$ cat src/hw/tag_cmd_pkg.sv
// constants for the tag command interpreter and log formatter
package tag_cmd_pkg;
	// command codes
	localparam logic [7:0] CMD_INVENTORY = 8'h01;
	localparam logic [7:0] CMD_SET_LOG_MODE = 8'ha1;
	localparam logic [7:0] CMD_SET_LIMITS = 8'ha2;
	localparam logic [7:0] CMD_START_LOG = 8'ha7;
	localparam logic [7:0] CMD_GET_LOG_STATE = 8'ha8;
	localparam logic [7:0] CMD_GET_BATTERY = 8'haa;
	localparam logic [7:0] CMD_INITIALIZE = 8'hac;
	localparam logic [7:0] CMD_GET_TEMP = 8'had;
	// error codes
	localparam logic [7:0] ERR_NO_CMD = 8'h01;
	localparam logic [7:0] ERR_FORMAT = 8'h02;
	localparam logic [7:0] ERR_OPTION = 8'h03;
	localparam logic [7:0] ERR_UNKNOWN = 8'h0f;
	localparam logic [7:0] ERR_BLK_NA = 8'h10;
	localparam logic [7:0] ERR_BLK_RELOCK = 8'h11;
	localparam logic [7:0] ERR_BLK_LOCKED = 8'h12;
	localparam logic [7:0] ERR_PASSWORD = 8'ha0;
	localparam logic [7:0] ERR_NO_PARAMS = 8'ha1;
	localparam logic [7:0] ERR_BATT = 8'ha2;
	localparam logic [7:0] ERR_TEMP = 8'ha3;
	localparam logic [7:0] ERR_USER_AREA = 8'ha5;
	localparam logic [7:0] ERR_COLLISION = 8'ha6;
	// request flag bit positions
	localparam int FL_SUBCARRIER = 0;
	localparam int FL_DATARATE = 1;
	localparam int FL_INVENTORY = 2;
	localparam int FL_PROT_EXT = 3;
	localparam int FL_SELECT = 4;
	localparam int FL_ADDRESS = 5;
	localparam int FL_SLOTS = 5;
	localparam int FL_AFI = 4;
	localparam int FL_OPTION = 6;
	localparam int FL_RESERVED_FUTURE = 7;
	// response flag bit positions
	localparam int RFL_ERROR = 0;
	// log mode word fields
	localparam int LM_FORM_HI = 30;
	localparam int LM_FORM_LO = 29;
	localparam int LM_BATT_CHK = 0;
	localparam logic [1:0] FORM_DENSE = 2'b00;
	localparam logic [1:0] FORM_OUT_LIMITS = 2'b01;
	localparam logic [1:0] FORM_ILLEGAL = 2'b10;
	localparam logic [1:0] FORM_CROSSING = 2'b11;
	// limits word fields: low limit 9..0, high limit 25..16
	localparam int LIM_LO_LSB = 0;
	localparam int LIM_HI_LSB = 16;
	// initialize parameter: delay 11..0, user blocks 23..16
	localparam int INIT_DELAY_LSB = 0;
	localparam int INIT_BLOCKS_LSB = 16;
	// register offsets
	localparam logic [7:0] REG_LOG_MODE = 8'h00;
	localparam logic [7:0] REG_LIMITS = 8'h04;
	localparam logic [7:0] REG_STATUS = 8'h08;
	localparam logic [7:0] REG_OOL_COUNT = 8'h0c;
	localparam logic [7:0] REG_INIT = 8'h10;
	// reset values
	localparam logic [31:0] LOG_MODE_RST = 32'h0000_0000;
	localparam logic [31:0] LIMITS_RST = 32'h03ff_0000;
	// response payload lengths in bytes
	localparam logic [3:0] LEN_NONE = 4'h0;
	localparam logic [3:0] LEN_BYTE = 4'h1;
	localparam logic [3:0] LEN_TEMP = 4'h2;
	localparam logic [3:0] LEN_STATE = 4'h8;
	typedef enum logic [1:0] {PH_IDLE, PH_DELAY, PH_LOG} phase_t;
endpackage

$ cat src/hw/err_code_filter.sv
// passes codes 10, 11, 12, a0, a5, a6 and 0f, maps anything else to unknown
`timescale 1ns/1ps
module err_code_filter
	import tag_cmd_pkg::*;
(
	input  wire logic [7:0] code_in,
	output logic      [7:0] code_out
);
	wire known = (code_in == ERR_BLK_NA) || (code_in == ERR_BLK_RELOCK) ||
		(code_in == ERR_BLK_LOCKED) || (code_in == ERR_PASSWORD) ||
		(code_in == ERR_USER_AREA) || (code_in == ERR_COLLISION) ||
		(code_in == ERR_UNKNOWN);
	assign code_out = known ? code_in : ERR_UNKNOWN;
endmodule

$ cat src/hw/log_word_packer.sv
// builds the log word for the active logging form
`timescale 1ns/1ps
module log_word_packer
	import tag_cmd_pkg::*;
(
	input  wire logic [1:0]  form,
	input  wire logic        batt_chk,
	input  wire logic [9:0]  temp1,
	input  wire logic [9:0]  temp2,
	input  wire logic [9:0]  temp3,
	input  wire logic [9:0]  batt,
	input  wire logic [11:0] index,
	output logic      [31:0] word
);
	wire [31:0] dense_word = {2'b00, temp3, temp2, temp1};
	wire [9:0]  batt_field = batt_chk ? batt : 10'h000;
	wire [31:0] limit_word = {index, batt_field, temp3};
	assign word = (form == FORM_DENSE) ? dense_word : limit_word;
endmodule

$ cat src/hw/tag_cmd_logger.sv
// command interpreter and data log formatter of the sensor tag
// How it works
// battery command answers flags and level
// initialize takes delay and block count
// temperature command answers flags and 16 bits
// inventory flags decoded apart from others
// b0 subcarrier, b1 data rate
// inventory: b2 set, no AFI, b5 slots
// others: b4 select, b5 addressed
// reader keeps b3, b6, b7 clear
// one error reply: flags, code, crc
// codes 01, 02, 03, 0f for command faults
// codes 10, 11, 12 for block faults
// a0 password, a1 missing log parameters
// a2, a3, a5, a6 measurement and memory faults
// logging form sits in log mode bits 30:29
// dense form packs three temperatures per word
// dense word written after third measurement
// form 01 logs out-of-limit measurements only
// form 11 logs limit crossings only
// form 10 refused as unsupported option
// limit word: index 31:20, temperature 9:0
// battery in 19:10 when check set
// out-of-limits counter kept in limit forms
// set log mode stores 32-bit word
// log state answers status then counter
// delay counts only after start log
// error reply sets response error flag
`timescale 1ns/1ps
module tag_cmd_logger
	import tag_cmd_pkg::*;
(
	input  wire logic        mclk,
	input  wire logic        nrst,
	input  wire logic        req_valid,
	input  wire logic [7:0]  req_flags,
	input  wire logic [7:0]  req_cmd,
	input  wire logic [31:0] req_param,
	input  wire logic        req_format_bad,
	input  wire logic        req_uid_match,
	input  wire logic        tag_selected,
	input  wire logic [7:0]  ext_err,
	input  wire logic        ee_busy,
	input  wire logic        meas_valid,
	input  wire logic [9:0]  meas_temp,
	input  wire logic [9:0]  meas_batt,
	input  wire logic        temp_fault,
	input  wire logic        batt_fault,
	input  wire logic        delay_tick,
	input  wire logic [7:0]  reg_addr,
	input  wire logic [31:0] reg_wdata,
	input  wire logic        reg_wr,
	input  wire logic        reg_rd,
	output logic      [31:0] reg_rdata,
	output logic             rsp_valid,
	output logic      [7:0]  rsp_flags,
	output logic      [3:0]  rsp_len,
	output logic      [63:0] rsp_data,
	output logic             rsp_double_sub,
	output logic             rsp_high_rate,
	output logic             inv_req,
	output logic             inv_one_slot,
	output logic             log_wr,
	output logic      [11:0] log_block,
	output logic      [31:0] log_word,
	output logic             logging
);
	logic [31:0] log_mode;
	logic [31:0] limits;
	logic [11:0] delay_val;
	logic [7:0]  user_blocks;
	logic [11:0] delay_cnt;
	logic        params_set;
	phase_t      phase;
	logic [11:0] meas_index;
	logic [31:0] ool_count;
	logic [1:0]  dense_cnt;
	logic [9:0]  dense_t1;
	logic [9:0]  dense_t2;
	logic        was_outside;
	logic [9:0]  last_temp;
	logic [9:0]  last_batt;
	logic [7:0]  ext_code;
	logic [31:0] packed_word;

	// request decode
	wire is_inv = req_cmd == CMD_INVENTORY;
	wire reserved_set = req_flags[FL_PROT_EXT] | req_flags[FL_OPTION] |
		req_flags[FL_RESERVED_FUTURE];
	wire inv_bad = ~req_flags[FL_INVENTORY] | req_flags[FL_AFI];
	wire other_bad = req_flags[FL_INVENTORY];
	wire not_for_us = ~is_inv & ((req_flags[FL_ADDRESS] & ~req_uid_match) |
		(req_flags[FL_SELECT] & ~tag_selected));
	wire cmd_known = (req_cmd == CMD_SET_LOG_MODE) || (req_cmd == CMD_SET_LIMITS) ||
		(req_cmd == CMD_START_LOG) || (req_cmd == CMD_GET_LOG_STATE) ||
		(req_cmd == CMD_GET_BATTERY) || (req_cmd == CMD_INITIALIZE) ||
		(req_cmd == CMD_GET_TEMP);
	wire cmd_writes = (req_cmd == CMD_SET_LOG_MODE) || (req_cmd == CMD_SET_LIMITS) ||
		(req_cmd == CMD_START_LOG) || (req_cmd == CMD_INITIALIZE);
	wire [1:0] req_form = req_param[LM_FORM_HI:LM_FORM_LO];

	// error selection, first match wins
	logic [7:0] err_code;
	always_comb begin
		err_code = 8'h00;
		if (req_format_bad)
			err_code = ERR_FORMAT;
		else if (reserved_set | (is_inv ? inv_bad : other_bad))
			err_code = ERR_OPTION;
		else if (!cmd_known && !is_inv)
			err_code = ERR_NO_CMD;
		else if (ext_err != 8'h00)
			err_code = ext_code;
		else if (req_cmd == CMD_SET_LOG_MODE && req_form == FORM_ILLEGAL)
			err_code = ERR_OPTION;
		else if (cmd_writes && ee_busy)
			err_code = ERR_COLLISION;
		else if (req_cmd == CMD_START_LOG && !params_set)
			err_code = ERR_NO_PARAMS;
		else if (req_cmd == CMD_GET_BATTERY && batt_fault)
			err_code = ERR_BATT;
		else if (req_cmd == CMD_GET_TEMP && temp_fault)
			err_code = ERR_TEMP;
	end

	err_code_filter u_filter (
		.code_in  (ext_err),
		.code_out (ext_code)
	);

	wire has_err = err_code != 8'h00;
	wire take = req_valid & ~not_for_us & (~is_inv | has_err);
	wire accept = take & ~has_err;
	wire do_mode = accept & (req_cmd == CMD_SET_LOG_MODE);
	wire do_limits = accept & (req_cmd == CMD_SET_LIMITS);
	wire do_init = accept & (req_cmd == CMD_INITIALIZE);
	wire do_start = accept & (req_cmd == CMD_START_LOG);

	// register bus decode
	wire wr_mode = reg_wr & (reg_addr == REG_LOG_MODE);
	wire wr_limits = reg_wr & (reg_addr == REG_LIMITS);
	wire [31:0] status_word = {4'h0, meas_index, 13'h0000, params_set,
		phase == PH_DELAY, phase == PH_LOG};
	logic [31:0] next_rdata;
	always_comb begin
		case (reg_addr)
			REG_LOG_MODE:  next_rdata = log_mode;
			REG_LIMITS:    next_rdata = limits;
			REG_STATUS:    next_rdata = status_word;
			REG_OOL_COUNT: next_rdata = ool_count;
			REG_INIT:      next_rdata = {8'h00, user_blocks, 4'h0, delay_val};
			default:       next_rdata = 32'h0000_0000;
		endcase
	end

	// response payload
	logic [63:0] next_data;
	logic [3:0]  next_len;
	always_comb begin
		next_data = 64'h0;
		next_len = LEN_NONE;
		if (has_err) begin
			next_data = {err_code, 56'h0};
			next_len = LEN_BYTE;
		end else begin
			case (req_cmd)
				CMD_GET_BATTERY: begin
					next_data = {last_batt[9:2], 56'h0};
					next_len = LEN_BYTE;
				end
				CMD_GET_TEMP: begin
					next_data = {6'h00, last_temp, 48'h0};
					next_len = LEN_TEMP;
				end
				CMD_GET_LOG_STATE: begin
					next_data = {status_word, ool_count};
					next_len = LEN_STATE;
				end
				default: begin
					next_data = 64'h0;
					next_len = LEN_NONE;
				end
			endcase
		end
	end

	// measurement handling
	wire [1:0] form = log_mode[LM_FORM_HI:LM_FORM_LO];
	wire [9:0] lim_lo = limits[LIM_LO_LSB +: 10];
	wire [9:0] lim_hi = limits[LIM_HI_LSB +: 10];
	wire outside = (meas_temp < lim_lo) | (meas_temp > lim_hi);
	wire limit_form = (form == FORM_OUT_LIMITS) | (form == FORM_CROSSING);
	wire take_meas = meas_valid & (phase == PH_LOG);
	wire dense_full = dense_cnt == 2'd2;
	logic next_log;
	always_comb begin
		case (form)
			FORM_DENSE:      next_log = dense_full;
			FORM_OUT_LIMITS: next_log = outside;
			FORM_CROSSING:   next_log = outside != was_outside;
			default:         next_log = 1'b0;
		endcase
	end

	log_word_packer u_packer (
		.form     (form),
		.batt_chk (log_mode[LM_BATT_CHK]),
		.temp1    (dense_t1),
		.temp2    (dense_t2),
		.temp3    (meas_temp),
		.batt     (meas_batt),
		.index    (meas_index),
		.word     (packed_word)
	);

	// response outputs
	always_ff @(posedge mclk or negedge nrst) begin
		if (!nrst) begin
			rsp_valid <= 1'b0;
			rsp_flags <= 8'h00;
			rsp_len <= LEN_NONE;
			rsp_data <= 64'h0;
			rsp_double_sub <= 1'b0;
			rsp_high_rate <= 1'b0;
			inv_req <= 1'b0;
			inv_one_slot <= 1'b0;
		end else begin
			rsp_valid <= take;
			inv_req <= req_valid & is_inv & ~has_err;
			if (req_valid) begin
				rsp_flags <= {7'h00, has_err};
				rsp_len <= next_len;
				rsp_data <= next_data;
				rsp_double_sub <= req_flags[FL_SUBCARRIER];
				rsp_high_rate <= req_flags[FL_DATARATE];
				inv_one_slot <= is_inv & req_flags[FL_SLOTS];
			end
		end
	end

	// configuration, written by commands or the register port
	always_ff @(posedge mclk or negedge nrst) begin
		if (!nrst) begin
			log_mode <= LOG_MODE_RST;
			limits <= LIMITS_RST;
			params_set <= 1'b0;
			delay_val <= 12'h000;
			user_blocks <= 8'h00;
			reg_rdata <= 32'h0000_0000;
		end else begin
			reg_rdata <= reg_rd ? next_rdata : 32'h0000_0000;
			if (do_mode) begin
				log_mode <= req_param;
				params_set <= 1'b1;
			end else if (wr_mode && reg_wdata[LM_FORM_HI:LM_FORM_LO] != FORM_ILLEGAL) begin
				log_mode <= reg_wdata;
				params_set <= 1'b1;
			end
			if (do_limits)
				limits <= req_param;
			else if (wr_limits)
				limits <= reg_wdata;
			if (do_init) begin
				delay_val <= req_param[INIT_DELAY_LSB +: 12];
				user_blocks <= req_param[INIT_BLOCKS_LSB +: 8];
			end
		end
	end

	// logging phase and delay countdown
	always_ff @(posedge mclk or negedge nrst) begin
		if (!nrst) begin
			phase <= PH_IDLE;
			delay_cnt <= 12'h000;
		end else begin
			case (phase)
				PH_IDLE: begin
					if (do_start) begin
						delay_cnt <= delay_val;
						phase <= (delay_val == 12'h000) ? PH_LOG : PH_DELAY;
					end
				end
				PH_DELAY: begin
					if (delay_tick) begin
						delay_cnt <= delay_cnt - 12'h001;
						if (delay_cnt == 12'h001)
							phase <= PH_LOG;
					end
				end
				PH_LOG: begin
					if (do_init || do_mode)
						phase <= PH_IDLE;
				end
				default: phase <= PH_IDLE;
			endcase
		end
	end

	// measurement capture, log writes and limit counter
	always_ff @(posedge mclk or negedge nrst) begin
		if (!nrst) begin
			meas_index <= 12'h000;
			ool_count <= 32'h0000_0000;
			dense_cnt <= 2'd0;
			dense_t1 <= 10'h000;
			dense_t2 <= 10'h000;
			was_outside <= 1'b0;
			last_temp <= 10'h000;
			last_batt <= 10'h000;
			log_wr <= 1'b0;
			log_block <= 12'h000;
			log_word <= 32'h0000_0000;
			logging <= 1'b0;
		end else begin
			logging <= phase == PH_LOG;
			log_wr <= take_meas & next_log;
			if (meas_valid) begin
				last_temp <= meas_temp;
				last_batt <= meas_batt;
			end
			if (do_start) begin
				meas_index <= 12'h000;
				ool_count <= 32'h0000_0000;
				dense_cnt <= 2'd0;
				was_outside <= 1'b0;
				log_block <= 12'h000;
			end else if (take_meas) begin
				meas_index <= meas_index + 12'h001;
				was_outside <= outside;
				if (limit_form && outside)
					ool_count <= ool_count + 32'h0000_0001;
				if (form == FORM_DENSE) begin
					dense_cnt <= dense_full ? 2'd0 : dense_cnt + 2'd1;
					if (dense_cnt == 2'd0)
						dense_t1 <= meas_temp;
					if (dense_cnt == 2'd1)
						dense_t2 <= meas_temp;
				end
				if (next_log) begin
					log_word <= packed_word;
					log_block <= log_block + 12'h001;
				end
			end
		end
	end
endmodule

$ cat config.mk
export PLATFORM = sky130hd
export DESIGN_NAME = tag_cmd_logger
export DESIGN_NICKNAME = d
export VERILOG_FILES = /design/src/hw/tag_cmd_pkg.sv /design/src/hw/err_code_filter.sv /design/src/hw/log_word_packer.sv /design/src/hw/tag_cmd_logger.sv
export SDC_FILE = /design/constraint.sdc
export NUM_CORES = 1
export LEC_CHECK = 0
export BUFFER_PORTS_ARGS = -buffer_cell sky130_fd_sc_hd__buf_2
export CAP_MARGIN = 10
export CORE_MARGIN = 2
export CORE_UTILIZATION = 29
export CTS_BUF_LIST = sky130_fd_sc_hd__clkbuf_16
export DETAILED_ROUTE_END_ITERATION = 7
export PLACE_DENSITY = 0.52
export SYNTH_ARGS = -nofsm -noshare
export SYNTH_HDL_FRONTEND = slang
export SYNTH_SLANG_ARGS = --single-unit
$ cat constraint.sdc
create_clock -name mclk -period 4.6 [get_ports mclk]
set_input_delay 0.92 -clock mclk [delete_from_list [all_inputs] [get_ports mclk]]
set_output_delay 0.92 -clock mclk [all_outputs]
set_load 0.005 [all_outputs]
==> impl_metrics.tcl <==
set metrics [dict create \
    cts_max_level 2 \
    drc 0 \
    clk_latency_ns 0.56 \
    cts_buffers 39 \
    antenna_cells 0 \
    io_buffers 266 \
    chipHeight_um 240 \
    die_x_um 240 \
    whs_ns 0.380 \
    grt_max_degree 102 \
    grt_util_all_layers 0.197 \
    synth_async_sr_flop_share 1.00 \
    drv_slew 0 \
    synth_edf_count 0 \
    core_area_um2 55100 \
    ys_ff_latch 322 \
    p_sw_frac 0.279 \
    yosysTopAreaCellShare 0.484 \
    p_leak_nw 9.42 \
    slew_headroom 0.305 \
    cts_tree "built" \
    fmax_ghz 0.269 \
    clock_sinks 322 \
    period_needed_ns 3.72 \
    r2r_slack_ns 1.01 \
    num-fill-cells 5656 \
    power.clock.fraction 0.392 \
    yosysSeqAreaShare 0.500 \
    grt_pass1_wl_um 84900 \
    clkTransAtPathRegs_ns 0.05 \
    p_int_w 0.00540 \
    synth_cell_types 76 \
    critPathLaunchType "input port" \
    final_nets 1946 \
    fin_crit_sh 0.809 \
    ant_nets 0 \
    required_ns 5.02 \
    final_layout_size_suffix_gt1_frac 0.244 \
    num_rows 86 \
    drt_wl_total_um 57400 \
    antenna_found_initial 1 \
    synth.most_common_cell "dfrtp_1" \
    synthFlopType "dfrtp_1" \
    cts_max_path_buffers 3 \
    initial_core_util 0.293 \
    place.gp.congestion 0.829 \
    maxCapViolCount 0 \
    setup_tns_ns 0 \
    synth_common_cells "dfrtp_1, nor2_1, a21oi_1" \
    outcome "complete, no violations" \
    clock-root-buffer "clkbuf_16" \
    rsz0062_at_grt "no" \
    area_delta_synth_final_pct 21.2 \
    p_sw_w 0.00210 \
    p_comb_frac 0.147 \
    num_io_pins 288 \
    synthCells 1540 \
    dr.pass1.iters 4 \
    wl_per_cell_um 22.4 \
    setup_violations 0 \
    post-dp-hpwl_um 40700 \
    p_total_w 0.00750 \
    worst_pin_slew_ns 1.04 \
    yosysTopAreaCell "dfrtp_1" \
    hold_buffers 0 \
    via_count 13200 \
    drtIter0Drc 945 \
    cts.repair.resized 0 \
    grt_overflow 0 \
    critical_path_class "input port to register" \
    grt_pass1_vias 13300 \
    power_frac_seq 0.461 \
    dp_slack_ns 0.290 \
    dieArea_um2 57500 \
    synthTopCellsByArea "dfrtp_1, mux2i_1, nor2_1, mux2_1, mux2_2" \
    crit_fanout 10 \
    syn_area_um2 16100 \
    final-hold-violation-count 0 \
    vias_per_cell 5.13 \
    yosys_warnings 0 \
    layout_setup_ws_ns 0.876 \
    end_kind "register" \
    skew_ns 0.0190 \
    avgSynthCellArea_um2 10.5 \
    cp.arrival_ns 4.15 \
    postCtsSetupBuffers 0 \
    hp-class "input port to asynchronous set/reset pin" \
    vdd_drop_max_v 0.000199 \
    p_per_area_nw_per_um2 383 \
]
## area by class of cell
class / instances / area, um2 / area share
sequential: 322 / 8070 / 0.413
clock inverter: 29 / 216 / 0.0111
clock buffer: 39 / 976 / 0.0499
timing repair buffer: 304 / 1710 / 0.0876
tap: 748 / 936 / 0.0478
multi-input combinational: 1073 / 7450 / 0.381
inverter: 53 / 199 / 0.0102
## cells by family (layout without fill, tap and decap cells)
group                    count (synthesis)  count (layout)  synth area share
AND/OR/NAND/NOR                        457             457             0.138
flip-flops                             322             322             0.500
AO/OA/AOI/OAI                          319             319             0.134
multiplexers                           206             206             0.137
buffers and inverters                  165             425            0.0461
XOR/XNOR                                46              46            0.0250
adder cells (fa/ha/maj)                 24              24            0.0186
other                                    1              21          0.000232
## per-layer routing
metal / part of all wire / vias up / track usage
met3: 0.053 / 74 / 0.0382
met5: 0.00023 / - / 0
met2: 0.48 / 346 / 0.322
met4: 0.023 / 2 / 0.0516
li1: - / 6017 / -
met1: 0.45 / 6739 / 0.269
## flip-flops by register name, summed over array words and instances, names as in the netlist, 2 cells and up
register,cells
log_mode,32
limits,32
last_batt,8
dense_cnt,2
last_temp,10
user_blocks,8
rsp_data,51
dense_t1,10
dense_t2,10
log_block,12
delay_cnt,12
phase,2
reg_rdata,32
log_word,32
meas_index,12
delay_val,12
ool_count,32
rsp_len,3
## worst max-delay path, cell delays in order
cell      delay (ns)
buf_2           0.11
or4_4           0.55
nor3_2          0.32
o211ai_1        0.21
a221oi_4        0.42
o21ai_1         0.21
nor4_4          0.50
nand2b_1        0.51
mux2_1          0.38
## layout by cell type, fill, tap and decap left out, types with 24 or more instances in the layout
master,netlist,layout
dfrtp_1,312,312
buf_2,16,265
nor2_1,203,202
a21oi_1,100,100
mux2i_1,83,83
nand2_1,76,75
mux2_1,66,66
inv_1,52,62
mux2_2,57,57
o21ai_0,55,55
a22o_1,46,46
clkbuf_16,0,39
nand3_1,35,34
buf_4,22,31
nor3_1,27,24
ha_1,24,24
## power groups by stage
stage               Clock [W]  Combinational [W]  Sequential [W]
CTS                   0.00303            0.00112         0.00346
detailed placement          0            0.00112         0.00351
global route          0.00313            0.00122         0.00349
global placement            0            0.00110         0.00350
finish                0.00294            0.00110         0.00346
floorplan                   0           0.000637         0.00339
## stage by stage
stage | instances | utilization | instance area [um2]
2_1_floorplan | 1560 | - | 16200
3_3_place_gp | 2500 | 0.333 | 18400
3_5_place_dp | 2500 | 0.333 | 18400
4_1_cts | 2568 | 0.355 | 19600
5_1_grt | 2568 | 0.355 | 19600
6_report | 2568 | 0.355 | 19600
## worst paths after layout
path,cells after the start,to,start
max in group asynchronous,2,limits[24],nrst
worst max-delay path,9,dense_t1[6],ext_err[3]
worst min register to register,1,rsp_data[56],rsp_data[56]
worst min-delay path,1,rsp_double_sub,nrst
min in group mclk,1,rsp_data[56],rsp_data[56]
worst max register to register,10,log_word[3],limits[25]
No activity file was read; power rests on OpenSTA's default activity.
